<file path="config.mk">
export PLATFORM = sky130hd
export DESIGN_NAME = timer_pair
export DESIGN_NICKNAME = d
export VERILOG_FILES = /design/src/hdl/timer_pair_pkg.sv /design/src/hdl/half_counter.sv /design/src/hdl/timer_pair.sv
export VERILOG_INCLUDE_DIRS = /design/src /design/src/hdl
export SDC_FILE = /design/constraint.sdc
export NUM_CORES = 1
export LEC_CHECK = 0
export BUFFER_PORTS_ARGS = -buffer_cell sky130_fd_sc_hd__buf_4
export CORE_MARGIN = 2
export CORE_UTILIZATION = 56
export CTS_CLUSTER_DIAMETER = 60
export DETAILED_ROUTE_END_ITERATION = 8
export PLACE_DENSITY = 0.86
export SLEW_MARGIN = 10
export SYNTH_ARGS = -nofsm -noshare
export SYNTH_HDL_FRONTEND = slang
export SYNTH_HIERARCHICAL = 1
export SYNTH_SLANG_ARGS = --single-unit
</file>
<file path="constraint.sdc">
create_clock -name mclk -period 5.1 [get_ports mclk]
set_clock_uncertainty 0.05 [all_clocks]
set_input_delay 0.51 -clock mclk [delete_from_list [all_inputs] [get_ports mclk]]
set_output_delay 0.51 -clock mclk [all_outputs]
set_load 0.1 [all_outputs]
</file>
<file path="src/hdl/timer_pair_defs.svh">
// constants for the paired general-purpose timer: widths, event bit positions,
// and the real-time-clock divider. included by bare name; definitions only.
`ifndef TIMER_PAIR_DEFS_SVH
`define TIMER_PAIR_DEFS_SVH

// width of one half counter; 32 gives the wide (64-bit joined) variant
`define HALF_WIDTH      16

// real-time-clock reference: 32 KHz pin divided to one tick per second
`define RTC_CLK_HZ      32768
`define RTC_TICK_S      1

// positions in the event and event-enable vectors
`define EVT_WIDTH       7
`define EVT_TMO_A       0
`define EVT_CAP_A       1
`define EVT_CAPMATCH_A  2
`define EVT_TMO_B       3
`define EVT_CAP_B       4
`define EVT_CAPMATCH_B  5
`define EVT_RTC_MATCH   6

`endif

</file>
<file path="src/hdl/timer_pair_pkg.sv">
// types shared by the paired timer and its half counters.
// no dependencies.
package timer_pair_pkg;

  // joined (full-width) configuration
  typedef enum logic [1:0] {
    PM_ONE_SHOT = 2'b00,
    PM_PERIODIC = 2'b01,
    PM_RTC      = 2'b10,
    PM_SPLIT    = 2'b11
  } pair_mode_t;

  // per-half configuration used in split operation
  typedef enum logic [2:0] {
    HM_ONE_SHOT        = 3'b000,
    HM_PERIODIC        = 3'b001,
    HALF_EDGE_COUNTING = 3'b010,
    HALF_EDGE_TIMING   = 3'b011,
    HM_PWM             = 3'b100
  } half_mode_t;

  // qualifying capture edge
  typedef enum logic [1:0] {
    EDGE_RISE = 2'b00,
    EDGE_FALL = 2'b01,
    EDGE_BOTH = 2'b10
  } edge_sel_t;

endpackage

</file>
<file path="src/hdl/half_counter.sv">
// one half-width counter: one-shot, periodic, edge count, edge time, pwm.
// assumes capLevel is already synchronised to mclk and run is gated by the parent.
`timescale 1ns/10ps
module half_counter
  import timer_pair_pkg::*;
#(
  parameter int W = 16
)
(
  // clock and reset
  input  wire logic         mclk,
  input  wire logic         rst_n,
  // control
  input  wire logic         run,
  input  wire half_mode_t   mode,
  input  wire logic         countUp,
  input  wire edge_sel_t    edgeSel,
  input  wire logic [W-1:0] loadVal,
  input  wire logic         loadWr,
  input  wire logic [W-1:0] matchVal,
  input  wire logic         capLevel,
  // results
  output logic [W-1:0]      value,
  output logic [W-1:0]      captured,
  output logic              timeout,
  output logic              capEvent,
  output logic              capMatch,
  output logic              pwmLevel
);

  localparam logic [W-1:0] ONE = W'(1);

  logic [W-1:0] cnt_ff;
  logic [W-1:0] cap_ff;
  logic         done_ff;
  logic         prevLvl_ff;
  logic         tmo_ff;
  logic         evt_ff;
  logic         mat_ff;
  logic         pwm_ff;

  // edge qualification and mode decode
  wire          rise      = capLevel & ~prevLvl_ff;
  wire          fall      = ~capLevel & prevLvl_ff;
  wire          edgeHit   = (edgeSel == EDGE_RISE && rise) ||
                            (edgeSel == EDGE_FALL && fall) ||
                            (edgeSel == EDGE_BOTH && (rise || fall));
  wire          isCount   = (mode == HALF_EDGE_COUNTING);
  wire          isCapture = isCount || (mode == HALF_EDGE_TIMING);
  wire          oneShot   = (mode == HM_ONE_SHOT);
  wire          useUp     = countUp && (mode != HM_PWM); // pwm always counts down
  wire          edgeEvt   = run && isCapture && edgeHit;
  wire [W-1:0]  startVal  = useUp ? '0 : loadVal;
  wire [W-1:0]  endVal    = useUp ? loadVal : '0;
  wire          atEnd     = (cnt_ff == endVal);
  wire [W-1:0]  stepped   = useUp ? cnt_ff + ONE : cnt_ff - ONE;
  // edge counting steps on qualified edges only; timers step every cycle
  wire          advance   = run && (isCount ? edgeHit : 1'h1) && !(oneShot && done_ff);
  wire          wrapNow   = advance && atEnd;

  // counter, one-shot stop and periodic reload
  always_ff @(posedge mclk or negedge rst_n)
  begin
    if (!rst_n)
    begin
      cnt_ff  <= '0;
      done_ff <= 1'h0;
    end
    else if (loadWr)
    begin
      cnt_ff  <= startVal;
      done_ff <= 1'h0;
    end
    else if (wrapNow && oneShot)
      done_ff <= 1'h1;
    else if (wrapNow)
      cnt_ff  <= startVal;
    else if (advance)
      cnt_ff  <= stepped;
  end

  // event pulses, capture register and pwm level
  always_ff @(posedge mclk or negedge rst_n)
  begin
    if (!rst_n)
    begin
      prevLvl_ff <= 1'h0;
      tmo_ff     <= 1'h0;
      evt_ff     <= 1'h0;
      mat_ff     <= 1'h0;
      cap_ff     <= '0;
      pwm_ff     <= 1'h0;
    end
    else
    begin
      prevLvl_ff <= capLevel; // tracked while idle so enabling sees no false edge
      tmo_ff     <= wrapNow && !loadWr;
      evt_ff     <= edgeEvt;
      mat_ff     <= edgeEvt && isCount && (stepped == matchVal);
      if (edgeEvt && !isCount)
        cap_ff   <= cnt_ff;
      if (run && mode == HM_PWM)
        pwm_ff   <= (cnt_ff > matchVal);
    end
  end

  assign value    = cnt_ff;
  assign captured = cap_ff;
  assign timeout  = tmo_ff;
  assign capEvent = evt_ff;
  assign capMatch = mat_ff;
  assign pwmLevel = pwm_ff;

endmodule // half_counter

</file>
<file path="src/hdl/timer_pair.sv">
// paired general-purpose timer: two half counters or one joined counter / rtc.
// assumes config ports come from on-chip logic on mclk; pins and the 32 KHz
// reference are asynchronous and are synchronised here.
//
// Summary of operation
// two half counters run alone or join into one full timer or rtc.
// half width is a parameter; 32 gives two 32-bit halves joining to 64.
// one-shot counting stops at the end value and does not reload.
// periodic counting restarts from the load value (down) or zero (up) at the end and continues.
// rtc mode advances once per second from the divided 32 KHz pin.
// capture modes either time input edges or count them.
// capture edge is rising, falling or both.
// pwm mode turns the capture pin into an edge-aligned pulse output.
// events flag each captured edge and reaching the programmed edge count.
// events flag timeout and rtc value equal to match value.
// mode settings are taken only while the timer is disabled.
// joined modes are one-shot, periodic, rtc, or split, with up-count option.
// each half offers one-shot, periodic, edge count, edge time and pwm.
// each half keeps its own independently latched mode settings.
// output inversion, trigger output enable and stall behaviour are selectable.
// with stall enabled the counter freezes during debug halt.
// wait-on-trigger holds counting until the preceding timer times out.
// inversion makes the pwm output active low, else active high.
// only enabled events reach the interrupt line.
// a disabled counter holds its value and raises no events.
`timescale 1ns/10ps
`include "timer_pair_defs.svh"
module timer_pair
  import timer_pair_pkg::*;
#(
  parameter int W       = `HALF_WIDTH,
  parameter int RTC_DIV = `RTC_CLK_HZ * `RTC_TICK_S
)
(
  // clock and reset
  input  wire logic                  mclk,
  input  wire logic                  rst_n,
  // configuration, taken while disabled
  input  wire pair_mode_t            pairMode,
  input  wire half_mode_t            modeA,
  input  wire half_mode_t            modeB,
  input  wire edge_sel_t             edgeSelA,
  input  wire edge_sel_t             edgeSelB,
  input  wire logic [1:0]            countUp,
  input  wire logic [1:0]            invertOut,
  input  wire logic [1:0]            trigOutEn,
  input  wire logic [1:0]            stallEn,
  input  wire logic [1:0]            waitTrigEn,
  // run control and values
  input  wire logic [1:0]            enable,
  input  wire logic [W-1:0]          loadA,
  input  wire logic [W-1:0]          loadB,
  input  wire logic [1:0]            loadWr,
  input  wire logic [W-1:0]          matchA,
  input  wire logic [W-1:0]          matchB,
  // system
  input  wire logic                  debugHalt,
  input  wire logic                  trigIn,
  output logic [1:0]                 trigOut,
  // pins
  input  wire logic [1:0]            capPinIn,
  output logic [1:0]                 capPinOut,
  output logic [1:0]                 capPinOe,
  input  wire logic                  rtcClkPin,
  // status and events
  output logic [W-1:0]               valueA,
  output logic [W-1:0]               valueB,
  output logic [W-1:0]               capturedA,
  output logic [W-1:0]               capturedB,
  output logic [`EVT_WIDTH-1:0]      eventRaw,
  input  wire logic [`EVT_WIDTH-1:0] eventEn,
  output logic                       irq
);

  localparam int FW = 2 * W;
  localparam logic [FW-1:0] FONE = FW'(1);
  localparam int DW = $clog2(RTC_DIV);
  localparam logic [DW-1:0] DIV_LAST = DW'(RTC_DIV - 1);

  // latched configuration
  pair_mode_t   pairCfg_ff;
  half_mode_t   modeCfg_ff [2];
  edge_sel_t    edgeCfg_ff [2];
  logic [1:0]   upCfg_ff;
  logic [1:0]   invCfg_ff;
  logic [1:0]   trigCfg_ff;
  logic [1:0]   stallCfg_ff;
  logic [1:0]   waitCfg_ff;

  // synchronisers: bits 1:0 capture pins, bit 2 rtc reference
  logic [2:0]   pinMeta_ff;
  logic [2:0]   pinSync_ff;

  // trigger chain and pin drive
  logic [1:0]   started_ff;
  logic [1:0]   pinOut_ff;

  // joined counter
  logic [FW-1:0] fullCnt_ff;
  logic          fullDone_ff;
  logic          fullTmo_ff;
  logic          rtcMatch_ff;
  logic          rtcPrev_ff;
  logic [DW-1:0] rtcDiv_ff;

  // half results
  logic [W-1:0] halfVal [2];
  logic [W-1:0] halfCap [2];
  logic [1:0]   halfTmo;
  logic [1:0]   halfEvt;
  logic [1:0]   halfMat;
  logic [1:0]   halfPwm;

  // per-half views of the flat ports
  wire half_mode_t  modeIn [2] = '{modeA, modeB};
  wire edge_sel_t   edgeIn [2] = '{edgeSelA, edgeSelB};
  wire logic [W-1:0] loadIn [2] = '{loadA, loadB};
  wire logic [W-1:0] matchIn [2] = '{matchA, matchB};

  // configuration is taken only while the owning timer is disabled
  always_ff @(posedge mclk or negedge rst_n)
  begin
    if (!rst_n)
      pairCfg_ff <= PM_SPLIT;
    else if (enable == 2'h0)
      pairCfg_ff <= pairMode;
  end

  wire split = (pairCfg_ff == PM_SPLIT);

  // two-flop synchronisers for all asynchronous pins
  always_ff @(posedge mclk or negedge rst_n)
  begin
    if (!rst_n)
    begin
      pinMeta_ff <= '0;
      pinSync_ff <= '0;
    end
    else
    begin
      pinMeta_ff <= {rtcClkPin, capPinIn};
      pinSync_ff <= pinMeta_ff;
    end
  end

  // the halves; timer B waits on timer A, timer A on the external trigger
  wire [1:0] chainTrig = {halfTmo[0] | fullTmo_ff, trigIn};
  wire [1:0] go        = ~waitCfg_ff | started_ff;
  wire [1:0] frozen    = stallCfg_ff & {2{debugHalt}};
  wire [1:0] runAny    = enable & go & ~frozen;

  genvar i;
  generate
    for (i = 0; i < 2; i++)
    begin : g_half
      // per-half settings, each latched independently
      always_ff @(posedge mclk or negedge rst_n)
      begin
        if (!rst_n)
        begin
          modeCfg_ff[i]  <= HM_ONE_SHOT;
          edgeCfg_ff[i]  <= EDGE_RISE;
          upCfg_ff[i]    <= 1'h0;
          invCfg_ff[i]   <= 1'h0;
          trigCfg_ff[i]  <= 1'h0;
          stallCfg_ff[i] <= 1'h0;
          waitCfg_ff[i]  <= 1'h0;
        end
        else if (!enable[i])
        begin
          modeCfg_ff[i]  <= modeIn[i];
          edgeCfg_ff[i]  <= edgeIn[i];
          upCfg_ff[i]    <= countUp[i];
          invCfg_ff[i]   <= invertOut[i];
          trigCfg_ff[i]  <= trigOutEn[i];
          stallCfg_ff[i] <= stallEn[i];
          waitCfg_ff[i]  <= waitTrigEn[i];
        end
      end

      // trigger arm: cleared on disable, set by the preceding timeout
      always_ff @(posedge mclk or negedge rst_n)
      begin
        if (!rst_n)
          started_ff[i] <= 1'h0;
        else if (!enable[i])
          started_ff[i] <= 1'h0;
        else if (chainTrig[i])
          started_ff[i] <= 1'h1;
      end

      half_counter #(
        .W        (W)
      ) u_half (
        .mclk     (mclk),
        .rst_n    (rst_n),
        .run      (runAny[i] && split),
        .mode     (modeCfg_ff[i]),
        .countUp  (upCfg_ff[i]),
        .edgeSel  (edgeCfg_ff[i]),
        .loadVal  (loadIn[i]),
        .loadWr   (loadWr[i] && split),
        .matchVal (matchIn[i]),
        .capLevel (pinSync_ff[i]),
        .value    (halfVal[i]),
        .captured (halfCap[i]),
        .timeout  (halfTmo[i]),
        .capEvent (halfEvt[i]),
        .capMatch (halfMat[i]),
        .pwmLevel (halfPwm[i])
      );

      // pin drive registered; polarity applied here
      always_ff @(posedge mclk or negedge rst_n)
      begin
        if (!rst_n)
          pinOut_ff[i] <= 1'h0;
        else
          pinOut_ff[i] <= halfPwm[i] ^ invCfg_ff[i];
      end

      assign capPinOe[i]  = split && (modeCfg_ff[i] == HM_PWM);
      assign capPinOut[i] = pinOut_ff[i];
    end
  endgenerate

  // joined counter decode; half A's enable and settings steer it
  wire          fullRun   = runAny[0] && !split;
  wire          isRtc     = (pairCfg_ff == PM_RTC);
  wire          fullShot  = (pairCfg_ff == PM_ONE_SHOT);
  wire          fullUp    = upCfg_ff[0] || isRtc;
  wire [FW-1:0] fullLoad  = {loadB, loadA};
  wire [FW-1:0] fullMatch = {matchB, matchA};
  wire [FW-1:0] fullStart = fullUp ? '0 : fullLoad;
  wire [FW-1:0] fullEnd   = fullUp ? fullLoad : '0;
  wire [FW-1:0] fullStep  = fullUp ? fullCnt_ff + FONE : fullCnt_ff - FONE;
  wire          fullLdWr  = loadWr[0] && !split;
  wire          rtcEdge   = pinSync_ff[2] && !rtcPrev_ff;
  wire          secTick   = fullRun && isRtc && rtcEdge && (rtcDiv_ff == DIV_LAST);
  wire          fullAdv   = fullRun && !isRtc && !(fullShot && fullDone_ff);
  wire          fullWrap  = fullAdv && (fullCnt_ff == fullEnd);

  // rtc prescaler: counts reference edges, wraps once per second
  always_ff @(posedge mclk or negedge rst_n)
  begin
    if (!rst_n)
    begin
      rtcPrev_ff <= 1'h0;
      rtcDiv_ff  <= '0;
    end
    else
    begin
      rtcPrev_ff <= pinSync_ff[2];
      if (!(fullRun && isRtc))
        rtcDiv_ff <= '0;
      else if (rtcEdge)
        rtcDiv_ff <= (rtcDiv_ff == DIV_LAST) ? '0 : rtcDiv_ff + DW'(1);
    end
  end

  // joined counter: one-shot, periodic or rtc seconds
  always_ff @(posedge mclk or negedge rst_n)
  begin
    if (!rst_n)
    begin
      fullCnt_ff  <= '0;
      fullDone_ff <= 1'h0;
    end
    else if (fullLdWr)
    begin
      fullCnt_ff  <= isRtc ? fullLoad : fullStart;
      fullDone_ff <= 1'h0;
    end
    else if (secTick)
      fullCnt_ff  <= fullCnt_ff + FONE;
    else if (fullWrap && fullShot)
      fullDone_ff <= 1'h1;
    else if (fullWrap)
      fullCnt_ff  <= fullStart;
    else if (fullAdv)
      fullCnt_ff  <= fullStep;
  end

  // joined events, one cycle each
  always_ff @(posedge mclk or negedge rst_n)
  begin
    if (!rst_n)
    begin
      fullTmo_ff  <= 1'h0;
      rtcMatch_ff <= 1'h0;
    end
    else
    begin
      fullTmo_ff  <= fullWrap && !fullLdWr;
      rtcMatch_ff <= secTick && !fullLdWr && (fullCnt_ff + FONE == fullMatch);
    end
  end

  // status views: values show halves in split, joined value otherwise; captures always show the halves
  assign valueA    = split ? halfVal[0] : fullCnt_ff[W-1:0];
  assign valueB    = split ? halfVal[1] : fullCnt_ff[FW-1:W];
  assign capturedA = halfCap[0];
  assign capturedB = halfCap[1];

  // event vector and gated interrupt line
  assign eventRaw[`EVT_TMO_A]      = halfTmo[0] | fullTmo_ff;
  assign eventRaw[`EVT_CAP_A]      = halfEvt[0];
  assign eventRaw[`EVT_CAPMATCH_A] = halfMat[0];
  assign eventRaw[`EVT_TMO_B]      = halfTmo[1];
  assign eventRaw[`EVT_CAP_B]      = halfEvt[1];
  assign eventRaw[`EVT_CAPMATCH_B] = halfMat[1];
  assign eventRaw[`EVT_RTC_MATCH]  = rtcMatch_ff;
  assign irq     = |(eventRaw & eventEn);
  assign trigOut = trigCfg_ff & {halfTmo[1], halfTmo[0] | fullTmo_ff};

endmodule // timer_pair

</file>
After elaboration in Yosys (flattened, before gate mapping)
Cells that the tools add are included.

$add $sub $neg: 7. Order comparisons: 2. Equal/unequal tests: 28. Muxes and demuxes: 41. Bitwise operators: 19. Reduce and logical (&&, ||, !) cells: 89.

Operators with widths (count): $mux 32 (9); $mux 16 (16); $eq 16x16->1 (4); $eq 32x32->1 (2); $logic_and 1x1->1 (52); $mux 15 (3); $add 16x1->16 const B (2); $add 32x1->32 const B (1); $gt 16x16->1 (2); $sub 16x1->16 const B (2); $sub 32x1->32 const B (1); $add 15x1->15 const B (1); $eq 15x15->1 const B (1); $mux 1 (13); $eq 3x2->1 const B (4); $logic_not 1->1 (11); $logic_or 1x1->1 (9); $ne 3x3->1 const B (3); $and 2x2->2 (4); $eq 2x2->1 const B (4); $logic_not 2->1 (4); $ne 2x1->1 const B (4); $reduce_and 2->1 (4); $and 7x7->7 (1); other kinds (14) (29).

Register bits: 159. Input port bits: 104. Output and inout bits: 78.

Logic depth before layout (Yosys ltp)
Depth in word-level cells: 12. Gate-level depth with buffers: 13. Depth with buffers taken out: 12.

Hierarchy
Netlist, hierarchy kept.

By module, submodules not included: timer_pair (times used 1, cells each 878, area an instance 7385.8 um^2, sequential area each 2079.5 um^2); half_counter at g_half[0].u_half (times used 1, cells each 423, area an instance 3702.3 um^2, sequential area each 950.9 um^2); half_counter at g_half[1].u_half (times used 1, cells each 406, area an instance 3623.5 um^2, sequential area each 950.9 um^2).

Worst setup path before layout
Ideal clock, no wire load.

Kind: register to output. Start point: register pairCfg_ff[1]. End point: output capPinOe[0]. Arrival: 4.288 ns. Data required time: 4.540 ns. Setup slack: 0.252 ns. Stages on the path, launching flop included: 6. Path through: dfstp_2 -> buf_12 -> nand2_1 -> clkbuf_1 -> clkbuf_1 -> nor4b_1.

Longest elaborated chain between the ends: 2.

Ends and longest elaborated chain: start: declaration (line timer_pair.sv:81) `pair_mode_t pairCfg_ff;`; start signal: assignment (line timer_pair.sv:126) `pairCfg_ff <= pairMode;`; $eq 2x2->1 (line timer_pair.sv:129) `wire split = (pairCfg_ff == PM_SPLIT);`; $logic_and 1x1->1 (line timer_pair.sv:222) `assign capPinOe[i] = split && (modeCfg_ff[i] == HM_PWM);`; end: declaration (line timer_pair.sv:63) `output logic [1:0] capPinOe,`.

No other way between the ends.

Final worst setup path
Start point: register upCfg_ff[0]. End point: register fullCnt_ff[8].

Longest elaborated chain between the ends: 8.

Ends and longest elaborated chain: start: declaration (line timer_pair.sv:84) `logic [1:0] upCfg_ff;`; start signal: indexed assignment (line timer_pair.sv:173) `upCfg_ff[i] <= countUp[i];`; $logic_or 1x1->1 * (line timer_pair.sv:231) `wire fullUp = upCfg_ff[0] || isRtc;`; $mux 32 (line timer_pair.sv:235) `wire [FW-1:0] fullEnd = fullUp ? fullLoad : '0;`; $eq 32x32->1 (line timer_pair.sv:241) `wire fullWrap = fullAdv && (fullCnt_ff == fullEnd);`; $logic_and 1x1->1 (line timer_pair.sv:241); $mux 32 (line timer_pair.sv:278) `else if (fullWrap)`; $mux 32 (line timer_pair.sv:276) `else if (fullWrap && fullShot)`; $mux 32 (line timer_pair.sv:274) `else if (secTick)`; $mux 32 (line timer_pair.sv:269) `else if (fullLdWr)`; end signal: assignment (line timer_pair.sv:271) `fullCnt_ff <= isRtc ? fullLoad : fullStart;`; end signal: assignment (line timer_pair.sv:275) `fullCnt_ff <= fullCnt_ff + FONE;`; end signal: assignment (line timer_pair.sv:279) `fullCnt_ff <= fullStart;`; end: declaration (line timer_pair.sv:99) `logic [FW-1:0] fullCnt_ff;`.

Mark *: on every way between the ends. The rest lies on a longest branch, timed or not. The select of a mux whose other input is x is not followed. A chain may end at the register's enable or synchronous reset.

==> key figures <==
Run status
  – Status: complete, no violations

Finish
  – Layout cells sized above 1: 20.16%
  – Most frequent cells in the layout: buf_4 (204), dfrtp_1 (157), nand2_1 (138)
  – Final core utilization: 64.62%
  – Fin cells: 2183
  – Fin area: 0.01674 mm2
  – Area Growth Syn to Fin: 13.82%
  – Commonest non-fill, non-tap cell in the layout: buf_4
  – # nets final: 2013

Critical path
  – Slowest stage cell, crit path: o311ai_4
  – Critical path buffers and inverters: 2
  – Critical path fanouts, max: 31
  – CP Capture Type: flop
  – WP data arrival: 4.81 ns
  – Top delay family on crit path: compound AO/OA/AOI/OAI gates
  – Critical-path cell list: inv_1 > nand2_1 > nor2_1 > o21ai_1 > nand4b_1 > nor2_2 > o311ai_4 > buf_4 > o21ai_0 > a22o_1
  – Worst Setup Start Kind: flop
  – Crit path largest cell delay: 1.06 ns
  – CP required: 5.39 ns
  – Kind of critical path: reg -> reg

Power and ir drop
  – Worst vdd rail ir drop: 568.0 uV
  – Leak Pwr: 7.377 nW
  – PwrDens: 572.8 mW/mm2
  – Final Power: 9.591 mW

Yosys
  – Synthesis Warnings: 6
  – Syn Area/Cell: 8.618 um2
  – EDFF count, synth: 0
  – Syn Nets: 1888
  – Post-Syn Area: 0.01471 mm2
  – Gate Count Post-Synth: 1707
  – Seq/Total Area, Yosys: 27.06%
  – Main flop type after synthesis: dfrtp_1
  – Yosys reg bits: 159
  – Yosys cell types: 121
  – Asr flop ratio synth: 100.0%

Clock tree
  – Post-CTS setup buffers: 0
  – Clk Latency, worst-skew pair: 0.46 ns
  – Clk pin slew, worst setup/hold paths: 0.07 ns
  – Cts bufs inserted: 17
  – Post_cts resized: 0
  – H-tree depth: 4
  – Clk sink count: 159
  – Hold-fix buffers, CTS: 0
  – TritonCTS clock tree: done
  – Clock Path Buffers: 2
  – CTS root buf: clkbuf_16

Drt
  – Drt drc: 0
  – Routed vias: 15120
  – Routed length per instance: 24.78 um
  – Antenna Nets Post-Route: 0
  – Vias per inst: 6.924
  – 1st-iter DRT viols: 2300
  – Post-Route WL: 54.09 mm
  – DR pass1 iterations: 7

Floorplanning
  – I/O pin count: 182
  – Die Area: 0.02758 mm2
  – Core Area: 0.02591 mm2
  – Die Width: 166.1 um
  – Die Height: 166.1 um
  – # rows: 59
  – Initial Util: 56.78%

Global routing
  – GR Util met3: 11.30%
  – Gr ovfl total: 0
  – Met1 usage in global routing: 49.10%
  – Initial antenna violation count: 2
  – Met2 global-route usage: 56.83%
  – Largest net degree at the start of global routing: 68
  – First-pass GRT wire length: 81.54 mm
  – Most Crowded Layer GR: met2
  – All-layer global routing usage: 37.91%
  – Vias in the first global route: 14080

Placed design
  – I/O Buffers: 181
  – DP Cell Count: 2148
  – Area of placed instances: 0.01610 mm2
  – Routability cong.: 1.043
  – Final HPWL DP: 39.36 mm

Timing
  – Unrepaired setup endpoints after global routing: no
  – Final Critical Period: 4.525 ns
  – Fmax: 221.0 MHz
  – Final hold vios: 0
  – Relative slew slack: 15.46%
  – Period utilization: 88.72%
  – Final setup viols: 0
  – Pins Over Slew Limit: 0
  – TNS Setup: 0 ns
  – Least-Margin Pin Slew: 1.265 ns

Worst hold path
  – HP Class: in -> async

Flow run
  – Max Cap Viol: 0
-- cell usage after synthesis, types with 8 or more instances --
library cell	n	area share [%]
nor2b_1	19	0.81
a31oi_1	29	1.2
a211oi_1	10	0.51
o22ai_1	18	0.77
nor2_1	110	2.8
nand4_1	29	1.2
a222oi_1	8	0.54
nand3_1	56	1.9
nand2_1	139	3.5
o21bai_1	9	0.46
and2_1	17	0.72
mux2i_1	10	0.68
nand3b_1	10	0.51
a22oi_1	15	0.77
inv_1	94	2.4
nor3_1	47	1.6
a21o_1	19	0.97
mux2_2	74	5.7
o21a_1	8	0.41
clkbuf_1	51	1.3
buf_2	14	0.48
xnor2_1	87	5.2
nand2b_1	28	1.2
clkbuf_8	9	0.84
or3_1	10	0.43
xor2_1	48	2.9
o21ai_1	8	0.27
a21oi_1	80	2.7
and3_1	21	0.89
a22o_1	14	0.83
buf_4	9	0.46
nor4_1	25	1.1
nand4b_1	9	0.54
o32ai_1	10	0.60
o21ai_0	94	3.2
mux2_1	10	0.77
a2bb2oi_1	10	0.60
dfrtp_1	157	27
buf_6	8	0.61
o31ai_1	8	0.41
nor4bb_1	9	0.61
ha_1	75	6.4
or4_1	11	0.56
-- report_power, final --
group | total, mW | leakage (nW) | internal (mW) | switching [mW]
combinational | 5.90 | 5.06 | 2.23 | 3.67
sequential | 2.29 | 2.01 | 1.53 | 0.767
clock | 1.40 | 0.307 | 0.724 | 0.672
-- layer usage --
layer,part of all wire (%),wire length (um),vias up
li1,-,-,6536
met5,0.030,16,-
met4,6.2,3380,2
met1,37,20070,7109
met2,43,23380,1155
met3,13,7243,313
-- stage by stage --
stage               setup slack, ns  hold slack, ns
floorplan                    0.2519          0.1644
global placement             0.9008          0.2831
detailed placement           0.7216          0.2871
CTS                          0.7094         0.05899
global route                 0.3741         0.09043
finish                       0.5751         0.04714
-- cells by family (layout without fill, tap and decap cells) --
logic type / Yosys count / in the layout / synth area share (%)
and+or+nand+nor: 595 / 595 / 21.84
AOI/OAI and AO/OA: 439 / 439 / 21.11
buffers and inverters: 197 / 335 / 6.532
DFF: 159 / 159 / 27.06
xor gates and xnor gates: 145 / 145 / 9.593
muxes: 95 / 95 / 7.212
adders and majority gates: 77 / 77 / 6.651
other: 0 / 3 / 0
-- final cells by class --
| class | count | area [um2] |
|---|---|---|
| diodes | 3 | 7.507 |
| clock buffers | 18 | 439.2 |
| clock inverters | 14 | 193.9 |
| fillers | 2072 | 9166 |
| inverters | 98 | 370.4 |
| multi-input cells | 1351 | 9791 |
| flip-flops and latches | 159 | 3981 |
| well taps | 335 | 419.2 |
| repair buffers | 205 | 1543 |
-- state kept, by name, summed over array words and instances, names as in the netlist, 3 cells and up --
signal,cells
edgeCfg_ff,4
fullCnt_ff,32
g_half.u_half/captured,32
g_half.u_half/value,32
modeCfg_ff,6
pinMeta_ff,3
pinSync_ff,3
rtcDiv_ff,15
-- worst paths after layout --
check / slack, ns / depth (start not counted) / to / start
min reg2reg: 0.30 / 0 / pinSync_ff[2] / pinMeta_ff[2]
min in group mclk: 0.11 / 1 / pinMeta_ff[1] / capPinIn[1]
max: 0.58 / 10 / fullCnt_ff[8] / upCfg_ff[0]
max in group asynchronous: 3.80 / 2 / fullTmo_ff / rst_n
min: 0.05 / 1 / fullCnt_ff[2] / rst_n
max reg2reg: 0.58 / 10 / fullCnt_ff[8] / upCfg_ff[0]
Note: power is estimated with default switching activity, not from simulation.
